<file path="config.mk">
export PLATFORM = sky130hd
export DESIGN_NAME = resource_session
export DESIGN_NICKNAME = d
export VERILOG_FILES = /design/src/common/session_pkg.sv /design/src/rtl/limit_table.sv /design/src/rtl/resource_session.sv
export SDC_FILE = /design/constraint.sdc
export NUM_CORES = 1
export LEC_CHECK = 0
export ABC_CLOCK_PERIOD_IN_PS = 3300
export BUFFER_PORTS_ARGS = -buffer_cell sky130_fd_sc_hd__buf_2
export CORE_MARGIN = 4
export CORE_UTILIZATION = 35
export CTS_CLUSTER_SIZE = 8
export DETAILED_ROUTE_END_ITERATION = 6
export PLACE_DENSITY_LB_ADDON = 0.2
export SYNTH_ARGS = -nofsm -noshare
export SYNTH_HDL_FRONTEND = slang
export SYNTH_SLANG_ARGS = --single-unit
</file>
<file path="constraint.sdc">
create_clock -name CLK -period 3.3 [get_ports CLK]
set_input_delay 0 -clock CLK [delete_from_list [all_inputs] [get_ports CLK]]
set_output_delay 0 -clock CLK [all_outputs]
set_load 0.02 [all_outputs]
</file>
<file path="src/common/session_pkg.sv">
/*
 * Constants, register map, message encodings and states of the
 * resource session generator.
 * Assumes an APB master on a 200 MHz clock and a message transport that
 * takes one decoded message per valid/ready handshake.
 */
// Notes on behaviour
// RL1 - only upstream asks for resource information
// RL2 - resource request answered by opening a session
// RL3 - only we send open; it starts session
// RL4 - open carries message count 0 to 999
// RL5 - exactly announced messages, then close
// RL6 - close only after all announced messages
// RL7 - upstream error message aborts the session
// RL8 - error carries four-character cause, mismatch code
// RL9 - capacity messages only inside open session
// RL10 - at most one main, one fast per session
// RL11 - capacity is current allocation, sent by us
// RL12 - main variant: tag plus units 0..864
// RL13 - fast variant: bytes per second 0..5334
// RL14 - stream limits in session, one per type
// RL15 - stream limits give count and bitrate
// RL16 - allocation always sent inside a session
// RL17 - upstream counts messages, flags count mismatch
// RL18 - upstream discards capacity messages outside session
package session_pkg;

	// ==========================================================
	// register map (byte addresses)
	localparam logic [7:0] OFF_CTRL      = 8'h00;
	localparam logic [7:0] OFF_MSC_CAP   = 8'h04;
	localparam logic [7:0] OFF_FIC_BPS   = 8'h08;
	localparam logic [7:0] OFF_STATUS    = 8'h0C;
	localparam logic [7:0] OFF_IRQ_STAT  = 8'h10;
	localparam logic [7:0] OFF_IRQ_MASK  = 8'h14;
	localparam logic [7:0] OFF_ERR_CAUSE = 8'h18;
	localparam logic [7:0] OFF_SENT      = 8'h1C;
	localparam logic [1:0] OFF_TABLE_HI  = 2'h1;

	// ==========================================================
	// field positions and reset values
	localparam int CTRL_START  = 0;
	localparam int CTRL_MSC_EN = 1;
	localparam int CTRL_FIC_EN = 2;
	localparam int CTRL_ST_LSB = 4;
	localparam int N_STREAM    = 4;
	localparam int IRQ_DONE    = 0;
	localparam int IRQ_ABORT   = 1;
	localparam int IRQ_REQ     = 2;
	localparam int IRQ_W       = 3;
	localparam int FW          = 18;
	localparam int N_WORD      = 3;
	localparam logic [FW-1:0] CAP_RESET = 18'h00000;

	// ==========================================================
	// value limits
	localparam logic [9:0]    MAX_MSG_COUNT = 10'h3E7;
	localparam logic [FW-1:0] MAX_CAP_UNITS = 18'h00360;
	localparam logic [FW-1:0] MAX_FIC_BPS   = 18'h014D6;

	// ==========================================================
	// message encodings
	typedef enum logic [1:0] {
		KIND_OPEN    = 2'b00,
		KIND_CLOSE   = 2'b01,
		KIND_CHANCAP = 2'b10,
		KIND_STREAM_LIMIT_MESSAGE = 2'b11
	} msg_kind_t;

	localparam logic [1:0] SEL_MAIN = 2'b00;
	localparam logic [1:0] SEL_FAST = 2'b01;

	typedef enum logic [2:0] {
		ST_IDLE  = 3'b000,
		ST_OPEN  = 3'b001,
		ST_MAIN  = 3'b010,
		ST_FAST  = 3'b011,
		ST_FETCH = 3'b100,
		ST_LIMIT = 3'b101,
		ST_CLOSE = 3'b110
	} sess_state_t;

endpackage : session_pkg

</file>
<file path="src/rtl/limit_table.sv">
/*
 * Stream limit table: one entry per stream type, written word by word,
 * read as a whole entry with registered read data.
 * Assumes a single clock; read data appear one cycle after rd_en.
 */
`timescale 1ns/1ps
module limit_table
	import session_pkg::*;
#(
	parameter int LANE_W = FW,
	parameter int LANES  = N_WORD,
	parameter int DEPTH  = N_STREAM
) (
	input  wire logic                       clk,
	input  wire logic                       rst_n,
	input  wire logic                       wr_en,
	input  wire logic [$clog2(DEPTH)-1:0]   wr_idx,
	input  wire logic [1:0]                 wr_lane,
	input  wire logic [LANE_W-1:0]          wr_data,
	input  wire logic                       rd_en,
	input  wire logic [$clog2(DEPTH)-1:0]   rd_idx,
	output logic      [LANES*LANE_W-1:0]    rd_data
);

	logic [LANES*LANE_W-1:0] mem_r [DEPTH];

	// ==========================================================
	// storage
	always_ff @(posedge clk or negedge rst_n) begin
		if (!rst_n) begin
			for (int i = 0; i < DEPTH; i++) begin
				mem_r[i] <= '0;
			end
		end else if (wr_en && (int'(wr_lane) < LANES)) begin
			mem_r[wr_idx][wr_lane*LANE_W +: LANE_W] <= wr_data;
		end
	end

	always_ff @(posedge clk or negedge rst_n) begin
		if (!rst_n) begin
			rd_data <= '0;
		end else if (rd_en) begin
			rd_data <= mem_r[rd_idx];
		end
	end

endmodule : limit_table

</file>
<file path="src/rtl/resource_session.sv">
/*
 * Downstream resource session generator with APB registers.
 * Answers a resource request (or a software start) with an open
 * message holding the count, the enabled capacity and stream limit
 * messages, and a close message. An upstream error aborts the session.
 * Assumes the transport takes each message on TX_VALID and TX_READY high.
 */
`timescale 1ns/1ps
module resource_session
	import session_pkg::*;
(
	input  wire logic        CLK,
	input  wire logic        RESETN,
	input  wire logic        PSEL,
	input  wire logic        PENABLE,
	input  wire logic        PWRITE,
	input  wire logic [7:0]  PADDR,
	input  wire logic [31:0] PWDATA,
	output logic      [31:0] PRDATA,
	output logic             PREADY,
	output logic             PSLVERR,
	input  wire logic        RX_INFO_REQ,
	input  wire logic        RX_ERROR,
	input  wire logic [31:0] RX_ERR_CAUSE,
	output logic             TX_VALID,
	input  wire logic        TX_READY,
	output logic      [1:0]  TX_KIND,
	output logic      [1:0]  TX_SEL,
	output logic      [17:0] TX_FIELD_A,
	output logic      [17:0] TX_FIELD_B,
	output logic      [17:0] TX_FIELD_C,
	output logic             SESSION_OPEN,
	output logic             IRQ
);

	// ==========================================================
	// apb decode
	logic              setup_w;
	logic              wr_w;
	logic              is_table;
	logic              mapped_w;
	logic [31:0]       rd_mux;
	logic [N_STREAM-1:0] st_en_r;
	logic              msc_en_r;
	logic              fic_en_r;
	logic [FW-1:0]     msc_cap_r;
	logic [FW-1:0]     fic_bps_r;
	logic [IRQ_W-1:0]  irq_stat_r;
	logic [IRQ_W-1:0]  irq_mask_r;
	logic [31:0]       err_cause_r;
	logic [9:0]        sent_r;
	logic [9:0]        count_r;
	sess_state_t       state_r;
	sess_state_t       state_nxt;

	assign setup_w  = PSEL && !PENABLE;
	assign wr_w     = PSEL && PENABLE && PWRITE && PREADY;
	assign is_table = (PADDR[7:6] == OFF_TABLE_HI) && (PADDR[3:2] != 2'h3);
	assign mapped_w = is_table || (PADDR[7:5] == 3'h0 && PADDR[1:0] == 2'h0);

	assign rd_mux =
		(PADDR == OFF_CTRL)      ? {24'h000000, st_en_r, 1'b0, fic_en_r, msc_en_r, 1'b0} :
		(PADDR == OFF_MSC_CAP)   ? {14'h0000, msc_cap_r} :
		(PADDR == OFF_FIC_BPS)   ? {14'h0000, fic_bps_r} :
		(PADDR == OFF_STATUS)    ? {12'h000, count_r, 5'h00, state_r, 1'b0, SESSION_OPEN} :
		(PADDR == OFF_IRQ_STAT)  ? {29'h00000000, irq_stat_r} :
		(PADDR == OFF_IRQ_MASK)  ? {29'h00000000, irq_mask_r} :
		(PADDR == OFF_ERR_CAUSE) ? err_cause_r :
		(PADDR == OFF_SENT)      ? {22'h000000, sent_r} :
		32'h00000000;

	// zero-wait access: ready rises in the access phase
	always_ff @(posedge CLK or negedge RESETN) begin
		if (!RESETN) begin
			PREADY  <= 1'b0;
			PRDATA  <= 32'h00000000;
			PSLVERR <= 1'b0;
		end else begin
			PREADY  <= setup_w;
			PRDATA  <= setup_w ? rd_mux : 32'h00000000;
			PSLVERR <= setup_w && !mapped_w;
		end
	end

	// ==========================================================
	// configuration registers
	logic start_w;
	assign start_w = wr_w && PADDR == OFF_CTRL && PWDATA[CTRL_START];

	always_ff @(posedge CLK or negedge RESETN) begin
		if (!RESETN) begin
			msc_en_r   <= 1'b0;
			fic_en_r   <= 1'b0;
			st_en_r    <= '0;
			msc_cap_r  <= CAP_RESET;
			fic_bps_r  <= CAP_RESET;
			irq_mask_r <= '0;
		end else if (wr_w) begin
			if (PADDR == OFF_CTRL) begin
				msc_en_r <= PWDATA[CTRL_MSC_EN];
				fic_en_r <= PWDATA[CTRL_FIC_EN];
				st_en_r  <= PWDATA[CTRL_ST_LSB +: N_STREAM];
			end
			if (PADDR == OFF_MSC_CAP) begin
				msc_cap_r <= PWDATA[FW-1:0];
			end
			if (PADDR == OFF_FIC_BPS) begin
				fic_bps_r <= PWDATA[FW-1:0];
			end
			if (PADDR == OFF_IRQ_MASK) begin
				irq_mask_r <= PWDATA[IRQ_W-1:0];
			end
		end
	end

	// ==========================================================
	// stream limit table
	logic [1:0]          type_r;
	logic                tbl_rd_w;
	logic [N_WORD*FW-1:0] tbl_data;

	limit_table u_table (
		.clk     (CLK),
		.rst_n   (RESETN),
		.wr_en   (wr_w && is_table),
		.wr_idx  (PADDR[5:4]),
		.wr_lane (PADDR[3:2]),
		.wr_data (PWDATA[FW-1:0]),
		.rd_en   (tbl_rd_w),
		.rd_idx  (type_r),
		.rd_data (tbl_data)
	);

	// ==========================================================
	// session sequencer
	logic                hs_w;
	logic                abort_w;
	logic                go_w;
	logic [N_STREAM-1:0] sst_r;
	logic                smsc_r;
	logic                sfic_r;
	logic [9:0]          ann_w;
	logic [FW-1:0]       msc_units_w;
	logic [FW-1:0]       fic_rate_w;

	assign hs_w    = TX_VALID && TX_READY;
	assign abort_w = RX_ERROR && SESSION_OPEN; // RL7
	assign go_w    = (RX_INFO_REQ || start_w) && state_r == ST_IDLE; // RL2
	assign ann_w   = 10'(msc_en_r) + 10'(fic_en_r) + 10'(st_en_r[0]) + 10'(st_en_r[1])
		+ 10'(st_en_r[2]) + 10'(st_en_r[3]);
	assign msc_units_w = (msc_cap_r > MAX_CAP_UNITS) ? MAX_CAP_UNITS : msc_cap_r; // RL12
	assign fic_rate_w  = (fic_bps_r > MAX_FIC_BPS) ? MAX_FIC_BPS : fic_bps_r; // RL13
	assign tbl_rd_w    = state_r == ST_FETCH;

	always_comb begin
		state_nxt = state_r;
		case (state_r)
			ST_IDLE:  state_nxt = go_w ? ST_OPEN : ST_IDLE; // RL16
			ST_OPEN:  state_nxt = !hs_w ? ST_OPEN : smsc_r ? ST_MAIN :
				sfic_r ? ST_FAST : ST_FETCH;
			ST_MAIN:  state_nxt = !hs_w ? ST_MAIN : sfic_r ? ST_FAST : ST_FETCH; // RL10
			ST_FAST:  state_nxt = hs_w ? ST_FETCH : ST_FAST; // RL10
			ST_FETCH: state_nxt = sst_r[type_r] ? ST_LIMIT :
				(type_r == 2'h3) ? ST_CLOSE : ST_FETCH; // RL14
			ST_LIMIT: state_nxt = !hs_w ? ST_LIMIT :
				(type_r == 2'h3) ? ST_CLOSE : ST_FETCH;
			ST_CLOSE: state_nxt = hs_w ? ST_IDLE : ST_CLOSE; // RL6
			default:  state_nxt = ST_IDLE;
		endcase
		if (abort_w) begin
			state_nxt = ST_IDLE; // RL7
		end
	end

	always_ff @(posedge CLK or negedge RESETN) begin
		if (!RESETN) begin
			state_r      <= ST_IDLE;
			SESSION_OPEN <= 1'b0;
		end else begin
			state_r      <= state_nxt;
			SESSION_OPEN <= state_nxt != ST_IDLE && state_nxt != ST_OPEN; // RL3
		end
	end

	// snapshot of the enables so the announced count cannot drift
	always_ff @(posedge CLK or negedge RESETN) begin
		if (!RESETN) begin
			smsc_r  <= 1'b0;
			sfic_r  <= 1'b0;
			sst_r   <= '0;
			count_r <= 10'h000;
		end else if (go_w) begin
			smsc_r  <= msc_en_r;
			sfic_r  <= fic_en_r;
			sst_r   <= st_en_r;
			count_r <= ann_w; // RL4
		end
	end

	always_ff @(posedge CLK or negedge RESETN) begin
		if (!RESETN) begin
			type_r <= 2'h0;
			sent_r <= 10'h000;
		end else begin
			if (go_w) begin
				type_r <= 2'h0;
				sent_r <= 10'h000;
			end else if (state_r == ST_FETCH && !sst_r[type_r] && type_r != 2'h3) begin
				type_r <= type_r + 2'h1;
			end else if (state_r == ST_LIMIT && hs_w && type_r != 2'h3) begin
				type_r <= type_r + 2'h1;
			end
			if (hs_w && (state_r == ST_MAIN || state_r == ST_FAST || state_r == ST_LIMIT)) begin
				sent_r <= sent_r + 10'h001; // RL5
			end
		end
	end

	// ==========================================================
	// message output
	logic          load_w;
	logic [1:0]    kind_w;
	logic [1:0]    sel_w;
	logic [FW-1:0] fa_w;
	logic [FW-1:0] fb_w;
	logic [FW-1:0] fc_w;

	assign load_w = !TX_VALID && !abort_w && (state_r == ST_OPEN || state_r == ST_MAIN
		|| state_r == ST_FAST || state_r == ST_LIMIT || state_r == ST_CLOSE);
	assign kind_w = (state_r == ST_OPEN)  ? KIND_OPEN :
		(state_r == ST_CLOSE) ? KIND_CLOSE :
		(state_r == ST_LIMIT) ? KIND_STREAM_LIMIT_MESSAGE : KIND_CHANCAP;
	assign sel_w  = (state_r == ST_LIMIT) ? type_r :
		(state_r == ST_FAST) ? SEL_FAST : SEL_MAIN;
	assign fa_w   = (state_r == ST_OPEN) ? {8'h00, count_r} : // RL4
		(state_r == ST_MAIN) ? msc_units_w : // RL11
		(state_r == ST_FAST) ? fic_rate_w : // RL11
		(state_r == ST_LIMIT) ? tbl_data[0 +: FW] : CAP_RESET; // RL15
	assign fb_w   = (state_r == ST_LIMIT) ? tbl_data[FW +: FW] : CAP_RESET; // RL15
	assign fc_w   = (state_r == ST_LIMIT) ? tbl_data[2*FW +: FW] : CAP_RESET;

	always_ff @(posedge CLK or negedge RESETN) begin
		if (!RESETN) begin
			TX_VALID <= 1'b0;
		end else if (abort_w || hs_w) begin
			TX_VALID <= 1'b0;
		end else if (load_w) begin
			TX_VALID <= 1'b1; // RL9
		end
	end

	always_ff @(posedge CLK or negedge RESETN) begin
		if (!RESETN) begin
			TX_KIND    <= KIND_OPEN;
			TX_SEL     <= SEL_MAIN;
			TX_FIELD_A <= CAP_RESET;
			TX_FIELD_B <= CAP_RESET;
			TX_FIELD_C <= CAP_RESET;
		end else if (load_w) begin
			TX_KIND    <= kind_w;
			TX_SEL     <= sel_w;
			TX_FIELD_A <= fa_w;
			TX_FIELD_B <= fb_w;
			TX_FIELD_C <= fc_w;
		end
	end

	// ==========================================================
	// interrupts: set wins over write-one-to-clear
	logic [IRQ_W-1:0] ev_w;
	logic [IRQ_W-1:0] clr_w;

	assign ev_w[IRQ_DONE]  = hs_w && state_r == ST_CLOSE;
	assign ev_w[IRQ_ABORT] = abort_w;
	assign ev_w[IRQ_REQ]   = RX_INFO_REQ;
	assign clr_w = (wr_w && PADDR == OFF_IRQ_STAT) ? PWDATA[IRQ_W-1:0] : '0;

	always_ff @(posedge CLK or negedge RESETN) begin
		if (!RESETN) begin
			irq_stat_r  <= '0;
			IRQ         <= 1'b0;
			err_cause_r <= 32'h00000000;
		end else begin
			irq_stat_r <= (irq_stat_r & ~clr_w) | ev_w;
			IRQ        <= |(((irq_stat_r & ~clr_w) | ev_w) & irq_mask_r);
			if (abort_w) begin
				err_cause_r <= RX_ERR_CAUSE; // RL8
			end
		end
	end

	// ==========================================================
	// checks
	a_count_range: assert property (@(posedge CLK) disable iff (!RESETN) // RL4
		TX_VALID && TX_KIND == KIND_OPEN |-> TX_FIELD_A <= 18'(MAX_MSG_COUNT))
		else $error("announced count out of range");
	a_close_count: assert property (@(posedge CLK) disable iff (!RESETN) // RL6
		TX_VALID && TX_KIND == KIND_CLOSE |-> sent_r == count_r)
		else $error("close before all announced messages");
	a_cap_inside: assert property (@(posedge CLK) disable iff (!RESETN) // RL9
		TX_VALID && TX_KIND != KIND_OPEN |-> SESSION_OPEN)
		else $error("session message outside open session");
	a_main_limit: assert property (@(posedge CLK) disable iff (!RESETN) // RL12
		TX_VALID && TX_KIND == KIND_CHANCAP && TX_SEL == SEL_MAIN
		|-> TX_FIELD_A <= MAX_CAP_UNITS)
		else $error("main capacity above limit");
	a_fast_limit: assert property (@(posedge CLK) disable iff (!RESETN) // RL13
		TX_VALID && TX_KIND == KIND_CHANCAP && TX_SEL == SEL_FAST
		|-> TX_FIELD_A <= MAX_FIC_BPS)
		else $error("fast capacity above limit");
	a_req_opens: assert property (@(posedge CLK) disable iff (!RESETN) // RL2
		RX_INFO_REQ && state_r == ST_IDLE |-> ##2 TX_VALID && TX_KIND == KIND_OPEN)
		else $error("request not answered by open");
	a_abort_stop: assert property (@(posedge CLK) disable iff (!RESETN) // RL7
		abort_w |=> !TX_VALID && !SESSION_OPEN && state_r == ST_IDLE)
		else $error("error did not abort session");
	a_msg_hold: assert property (@(posedge CLK) disable iff (!RESETN) // RL5
		TX_VALID && !TX_READY && !abort_w |=> TX_VALID && $stable(TX_KIND)
		&& $stable(TX_FIELD_A))
		else $error("message dropped before taken");
	a_sent_bound: assert property (@(posedge CLK) disable iff (!RESETN) // RL5
		SESSION_OPEN |-> sent_r <= count_r)
		else $error("more messages than announced");
	a_open_first: assert property (@(posedge CLK) disable iff (!RESETN) // RL3
		hs_w && TX_KIND == KIND_OPEN |=> SESSION_OPEN)
		else $error("open message did not open session");

	c_full: cover property (@(posedge CLK) disable iff (!RESETN)
		hs_w && TX_KIND == KIND_CLOSE && count_r == 10'h006);
	c_empty: cover property (@(posedge CLK) disable iff (!RESETN)
		hs_w && TX_KIND == KIND_CLOSE && count_r == 10'h000);
	c_abort: cover property (@(posedge CLK) disable iff (!RESETN)
		abort_w && state_r == ST_LIMIT);
	c_irq: cover property (@(posedge CLK) disable iff (!RESETN) $rose(IRQ));

endmodule : resource_session

</file>
==> metrics.cfg, run 1 <==
[sta]
drv_slew=0
fin_worst_skew_ns=0.02611
finalHoldViolations=0
setup_ws_ns=0.7856
max_slew.worst_pin.slew_ns=0.9256
max_freq_ghz=0.3977
rsz0062_at_grt=no
fin_crit_sh_pct=76.19
final.setup.tns_ns=0
max_slew_margin_pct=38.29
layout_min_cycle_time_ns=2.514
finalSetupViolations=0
hold_slack_ns=0.07331

[hold_path]
min_path_type=in -> async

[placed_design]
numPortBuffers=160
pre_cts_ws_ns=0.6368
routabilityCongestion=0.8886
dpl.hpwl_um=41900

[yosys]
yosysTopAreaCell=dfrtp_1
ys_ff_latch=469
syn_area_mm2=0.02136
async_flop_share_pct=100.0
yosysMostFrequentCell=dfrtp_1
synth_cell_types=75
ys_seq_area_share_pct=54.94
netlist_instances=1686
ys.flop_type=dfrtp_1
avgSynthCellArea_um2=12.67
synth_top_area_share_pct=54.94
ys_top_cells_by_count=dfrtp_1 (469), mux2_2 (343), nand2_1 (179)
synth-edff-count=0
syn-num-nets=1778
synth_area_leaders=dfrtp_1 (55%), mux2_2 (18%), mux4_2 (6.0%)
yosys_warnings=0

[clock_network]
clockBufferDepth=3
cts_setup_buffers=0
cts-buffers-inserted=68
cts_root_buf=clkbuf_16
cts_max_level=3
clk_latency_ns=0.61
clk_pin_slew_worst_paths_ns=0.05
tritoncts=yes
clock_sinks=469

[outcome]
status=finished clean

[global_routing]
track_usage_pct=18.72
grt_pass1_vias=15338
grt-busiest-layer=met2
grt_start_max_net_pins=96
use_met2_pct=29.88
grt-ovfl-total=0
antenna_found_initial=1
grtUsageMet1_pct=26.20
grtUsageMet3_pct=3.191
grt_pass1_wl_um=93550

[floorplanning]
core_mm2=0.06036
rows=90
pin_count=175
dieWidth_um=255.1
die_y_um=255.1
die_area_mm2=0.06505
start_util_pct=35.39

[setup_path]
worstPathBufferInverterCount=0
crit_slowest_cell=dfrtp_1
rr_endpoint=sent_r[6]
r2r_cells=5
required_ns=3.81
r2r_start=state_r[2]
cp_max_fo=22
cp_data_arrival_time_ns=3.02
slowest_delay_ns=0.82
start_kind=flop
cpLargestDelayFamily=compound AO/OA/AOI/OAI gates
critPathKind=reg -> reg
end_kind=flop
crit_chain=nor3_1, and3_1, a22oi_2, nand2_1, a31oi_1
r2r_slack_ns=0.79

[final_layout]
area_growth_pct=20.60
drive_gt1_share_pct=37.01
fillers=5615
fin_util_pct=42.68
final_nets=2024

[route]
drc=0
first_pass_iters=7
vias=14652
drt_iter0_drc=1092
drt-total-wl_um=60380
via_per_inst=5.381
wl_per_cell_um=22.18
antenna_left=0

[power_and_ir_drop]
ir_drop_v=0.0003322
leakage_nw=12.42
power_density_mw_per_mm2=609.0
report.power.total_w=0.01569

[job]
maxCapViolCount=0

## worst reg2reg max path, delay by kind of cell, from the launching register on
kind / cells / cell delay (ns)
flip-flops: 1 / 0.82
AND/OR/NAND/NOR: 3 / 0.69
AO/OA/AOI/OAI: 2 / 0.92
## placed cells by master (no fill, tap or decap), drive strengths merged, types with 5 or more instances in the layout
master,synthesis,routed
mux2,353,353
a21o,5,5
nand4,9,9
and3,8,8
o22ai,20,20
nand2b,9,9
nor2,87,87
nand2,183,183
clkbuf,64,75
a31oi,12,12
dfrtp,469,469
dlygate4sd3,0,64
o211ai,5,5
a221oi,9,9
nor3,20,20
a21oi,45,45
o21ai,75,75
inv,20,22
buf,40,216
nor2b,12,12
ha,9,9
a22o,10,10
or2,5,5
and2,19,19
mux2i,15,15
a22oi,11,11
mux4,57,57
nand3,26,26
nor4,5,5
a211oi,14,14
o31ai,8,8
## layout make-up
type                            instances  area (µm²)  share of cell area [%]
Clock buffer                           75        1823                   7.076
Timing Repair Buffer                  280        1972                   7.654
Clock inverter                          3       45.04                  0.1748
Multi-Input combinational cell       1093        9125                   35.42
Sequential cell                       469       11740                   45.58
Antenna cell                            1       2.502                0.009713
Tap cell                              782       978.4                   3.798
Inverter                               20       75.07                  0.2914
## power by group
group	total (W)	switching (W)	internal, W
Clock	0.00631	0.00246	0.00385
Sequential	0.00650	0.000421	0.00608
Combinational	0.00288	0.00178	0.00110
Total	0.0157	0.00466	0.0110
## how the worst max path moves through the flow
stage | endpoint | slack (ns) | startpoint | depth (start not counted)
after floorplan | count_r[1] | 1.02 | st_en_r[0] | 8
after global placement | fic_bps_r[15] | 0.71 | PADDR[2] | 8
after detailed placement | fic_bps_r[12] | 0.64 | PADDR[2] | 8
after CTS | sent_r[6] | 0.79 | state_r[2] | 5
after global routing | sent_r[6] | 0.65 | state_r[2] | 5
final | sent_r[6] | 0.79 | state_r[2] | 5
## metal layers
| layer | vias to the layer above | share of wire [%] | routed length, µm |
|---|---|---|---|
| met3 | 90 | 5.0 | 3018 |
| li1 | 6593 | - | - |
| met2 | 404 | 47 | 28250 |
| met5 | - | 0 | 0 |
| met4 | 0 | 2.7 | 1621 |
| met1 | 7565 | 46 | 27500 |
## metrics by stage
stage	area, µm²	instances
after floorplan	21360	1686
after global placement	23250	2580
after detailed placement	23250	2580
after CTS	25760	2722
after global routing	25760	2723
final	25760	2723
## flip-flops by register name, summed over array words and instances (netlist names), 4 cells and up
name and count:
fic_bps_r 18, u_table.mem_r 216, TX_FIELD_B 18, PRDATA 32, TX_FIELD_C 18, st_en_r 4, err_cause_r 32, sst_r 4
sent_r 10, u_table.rd_data 54, msc_cap_r 18, TX_FIELD_A 18
## what timing repair did
| action | 4_1_cts | 5_1_grt |
|---|---|---|
| resized for setup | 0 | 0 |
| endpoints found under the hold margin | 179 | 0 |
| endpoints found under the setup margin | 0 | 0 |
| hold buffers | 64 | 0 |
## kinds of logic after synthesis
kind of cell	share of synthesized area, %
multiplexers	25.32
AO/OA/AOI/OAI	7.696
AND/OR/NAND/NOR	8.803
flip-flops	54.94
XOR/XNOR	0.08202
buffers and inverters	2.349
adder cells (fa/ha/maj)	0.8083
Note: power is estimated with default switching activity, not from simulation.
==> run 2, diff against run 1 <==
--- a/config.mk
+++ b/config.mk
@@ -5,7 +5,7 @@
 export SDC_FILE = /design/constraint.sdc
 export NUM_CORES = 1
 export LEC_CHECK = 0
-export ABC_CLOCK_PERIOD_IN_PS = 3300
+export ABC_CLOCK_PERIOD_IN_PS = 2000
 export BUFFER_PORTS_ARGS = -buffer_cell sky130_fd_sc_hd__buf_2
 export CORE_MARGIN = 4
 export CORE_UTILIZATION = 35
==> constraint.sdc (replaced) <==
create_clock -name CLK -period 2 [get_ports CLK]
set_input_delay 0 -clock CLK [delete_from_list [all_inputs] [get_ports CLK]]
set_output_delay 0 -clock CLK [all_outputs]
set_load 0.02 [all_outputs]
==> metrics.cfg, run 2 (synthesis gave the netlist of run 1 again) <==
[outcome]
status=finished with violations
violations=setup timing

[setup_path]
r2r_cells=8  ; +3
cp_max_fo=2  ; -91%
cp_data_arrival_time_ns=2.78  ; -0.24 ns
required_ns=2.48  ; -1.33 ns
slowest_delay_ns=0.54  ; -0.28 ns
r2r_slack_ns=-0.30  ; -1.08 ns
crit_chain=fa_1, inv_1, fa_1, inv_2, ha_4, fa_1, nand2_1, nand2_1
start_kind=flop
crit_slowest_cell=fa_1
crit_top_cell=fa_1
critPathKind=reg -> reg
crit_start=st_en_r[0]
r2r_start=st_en_r[0]
end_kind=flop
rr_endpoint=count_r[1]

[floorplanning]
pin_count=175  ; unchanged
die_area_mm2=0.06505  ; unchanged
rows=90  ; unchanged
die_y_um=255.1  ; unchanged
dieWidth_um=255.1  ; unchanged
start_util_pct=35.39  ; unchanged
core_mm2=0.06036  ; unchanged

[global_routing]
grt-ovfl-total=0  ; unchanged
grt_start_max_net_pins=80  ; -17%
track_usage_pct=19.74  ; +1.0 points
grt_pass1_vias=16187  ; +5.5%
antenna_found_initial=0  ; -1
grt_pass1_wl_um=97900  ; +4.7%

[clock_network]
clockBufferDepth=3  ; unchanged
cts_max_level=3  ; unchanged
clk_pin_slew_worst_paths_ns=0.05  ; about the same
cts-buffers-inserted=69  ; +1.5%
clock_sinks=469  ; unchanged
cts_root_buf=clkbuf_16
clk_latency_ns=0.59  ; -0.02 ns
tritoncts=yes

[sta]
max_slew_margin_pct=61.79  ; +23 points
layout_min_cycle_time_ns=2.299  ; -0.2158 ns
fin_worst_skew_ns=0.01884  ; -0.007275 ns
max_slew.worst_pin.slew_ns=0.5731  ; -0.3525 ns
max_freq_ghz=0.4350  ; +9.4%
setup_ws_ns=-0.2986  ; -1.084 ns
fin_crit_sh_pct=114.9  ; +39 points
final.setup.tns_ns=-0.7278  ; -0.7278 ns
finalSetupViolations=7  ; +7
hold_slack_ns=0.1009  ; +0.02755 ns
drv_slew=0  ; unchanged
finalHoldViolations=0  ; unchanged
rsz0062_at_grt=yes

[route]
vias=15189  ; +3.7%
drt_iter0_drc=1101  ; +0.82%
drt-total-wl_um=63500  ; +5.2%
antenna_left=0  ; unchanged
wl_per_cell_um=22.17  ; about the same
via_per_inst=5.303  ; -1.4%
drc=0  ; unchanged
first_pass_iters=5  ; -2

[final_layout]
fin_util_pct=45.22  ; +2.5 points
n_antenna_cell=0  ; -1
final_nets=2159  ; +6.7%
largest_register=u_table.mem_r
layout_commonest_cell=dfrtp_1
drive_gt1_share_pct=41.98  ; +5.0 points
largest_register_ffs=216  ; unchanged
final_cell_mix=dfrtp_1 (465), mux2_2 (343), nand2_1 (178)
top_regs=u_table.mem_r (216), u_table.rd_data (54)
area_growth_pct=27.76

[power_and_ir_drop]
power_density_mw_per_mm2=981.4  ; +61%
ir_drop_v=0.0006637  ; +100%
report.power.total_w=0.02678  ; +71%
leakage_nw=13.27  ; +6.8%

[placed_design]
numPortBuffers=160  ; unchanged
dpl.hpwl_um=44100  ; +5.3%
routabilityCongestion=0.9262  ; +4.2%

[job]
maxCapViolCount=0  ; unchanged

[hold_path]
holdCritStartpoint=PENABLE
min_path_type=in -> reg
min_to=PRDATA[2]
hold_depth=4

## run 2: how the worst max path moves through the flow
stage                       to
detailed placement  count_r[1]
finish              count_r[1]
global route        count_r[1]
floorplan           count_r[1]
CTS                 count_r[1]
global placement    count_r[1]
## run 2: final cells by class
class / instances / area [µm²]
sequential: 469 / 11740
tap: 782 / 978.4
clock inverter: 3 / 48.80
timing repair buffer: 414 / 3314
multi-input combinational: 1093 / 9268
clock buffer: 83 / 1863
fill: 5500 / 33070
inverter: 20 / 75.07
## run 2: worst max-delay path, delay by kind of cell, from the launching register on
family,cells,cell delay [ns]
buf+inv,2,0.10
simple gates,2,0.11
fa+ha+maj,4,1.58
flops,1,0.39
## run 2: power breakdown
part | switching (W) | leakage [nW] | total [W] | internal, W
sequential | 0.000415 | 6.45 | 0.0105 | 0.0100
clock | 0.00406 | 0.933 | 0.0105 | 0.00645
combinational | 0.00345 | 5.89 | 0.00581 | 0.00236
total | 0.00793 | 13.3 | 0.0268 | 0.0189
## run 2: layer usage
layer,vias to the layer above,routed length (µm),global-route usage (%)
met1,7852,28570,27.25
met3,89,3340,3.719
li1,6873,-,-
met5,-,0,0
met2,375,29900,31.68
met4,0,1690,6.578
## run 2: what timing repair did
| action | CTS | global route |
|---|---|---|
| setup buffers | 2 | 2 |
| gates cloned | 0 | 0 |
| hold buffers | 67 | 0 |
| endpoints found under the hold margin | 569 | 0 |
| setup endpoints to repair | 9 | 169 |
| gates resized for setup | 5 | 29 |
| pin swaps | 5 | 12 |
## run 2: metrics by stage
| step | cell area [µm²] | std cells | worst slack, ns |
|---|---|---|---|
| floorplan | 21430 | 1686 | -0.2653 |
| global placement | 24530 | 2707 | -0.3360 |
| detailed placement | 24530 | 2707 | -0.3117 |
| CTS | 27160 | 2862 | -0.3179 |
| global route | 27290 | 2864 | -0.3954 |
| finish | 27290 | 2864 | -0.2986 |
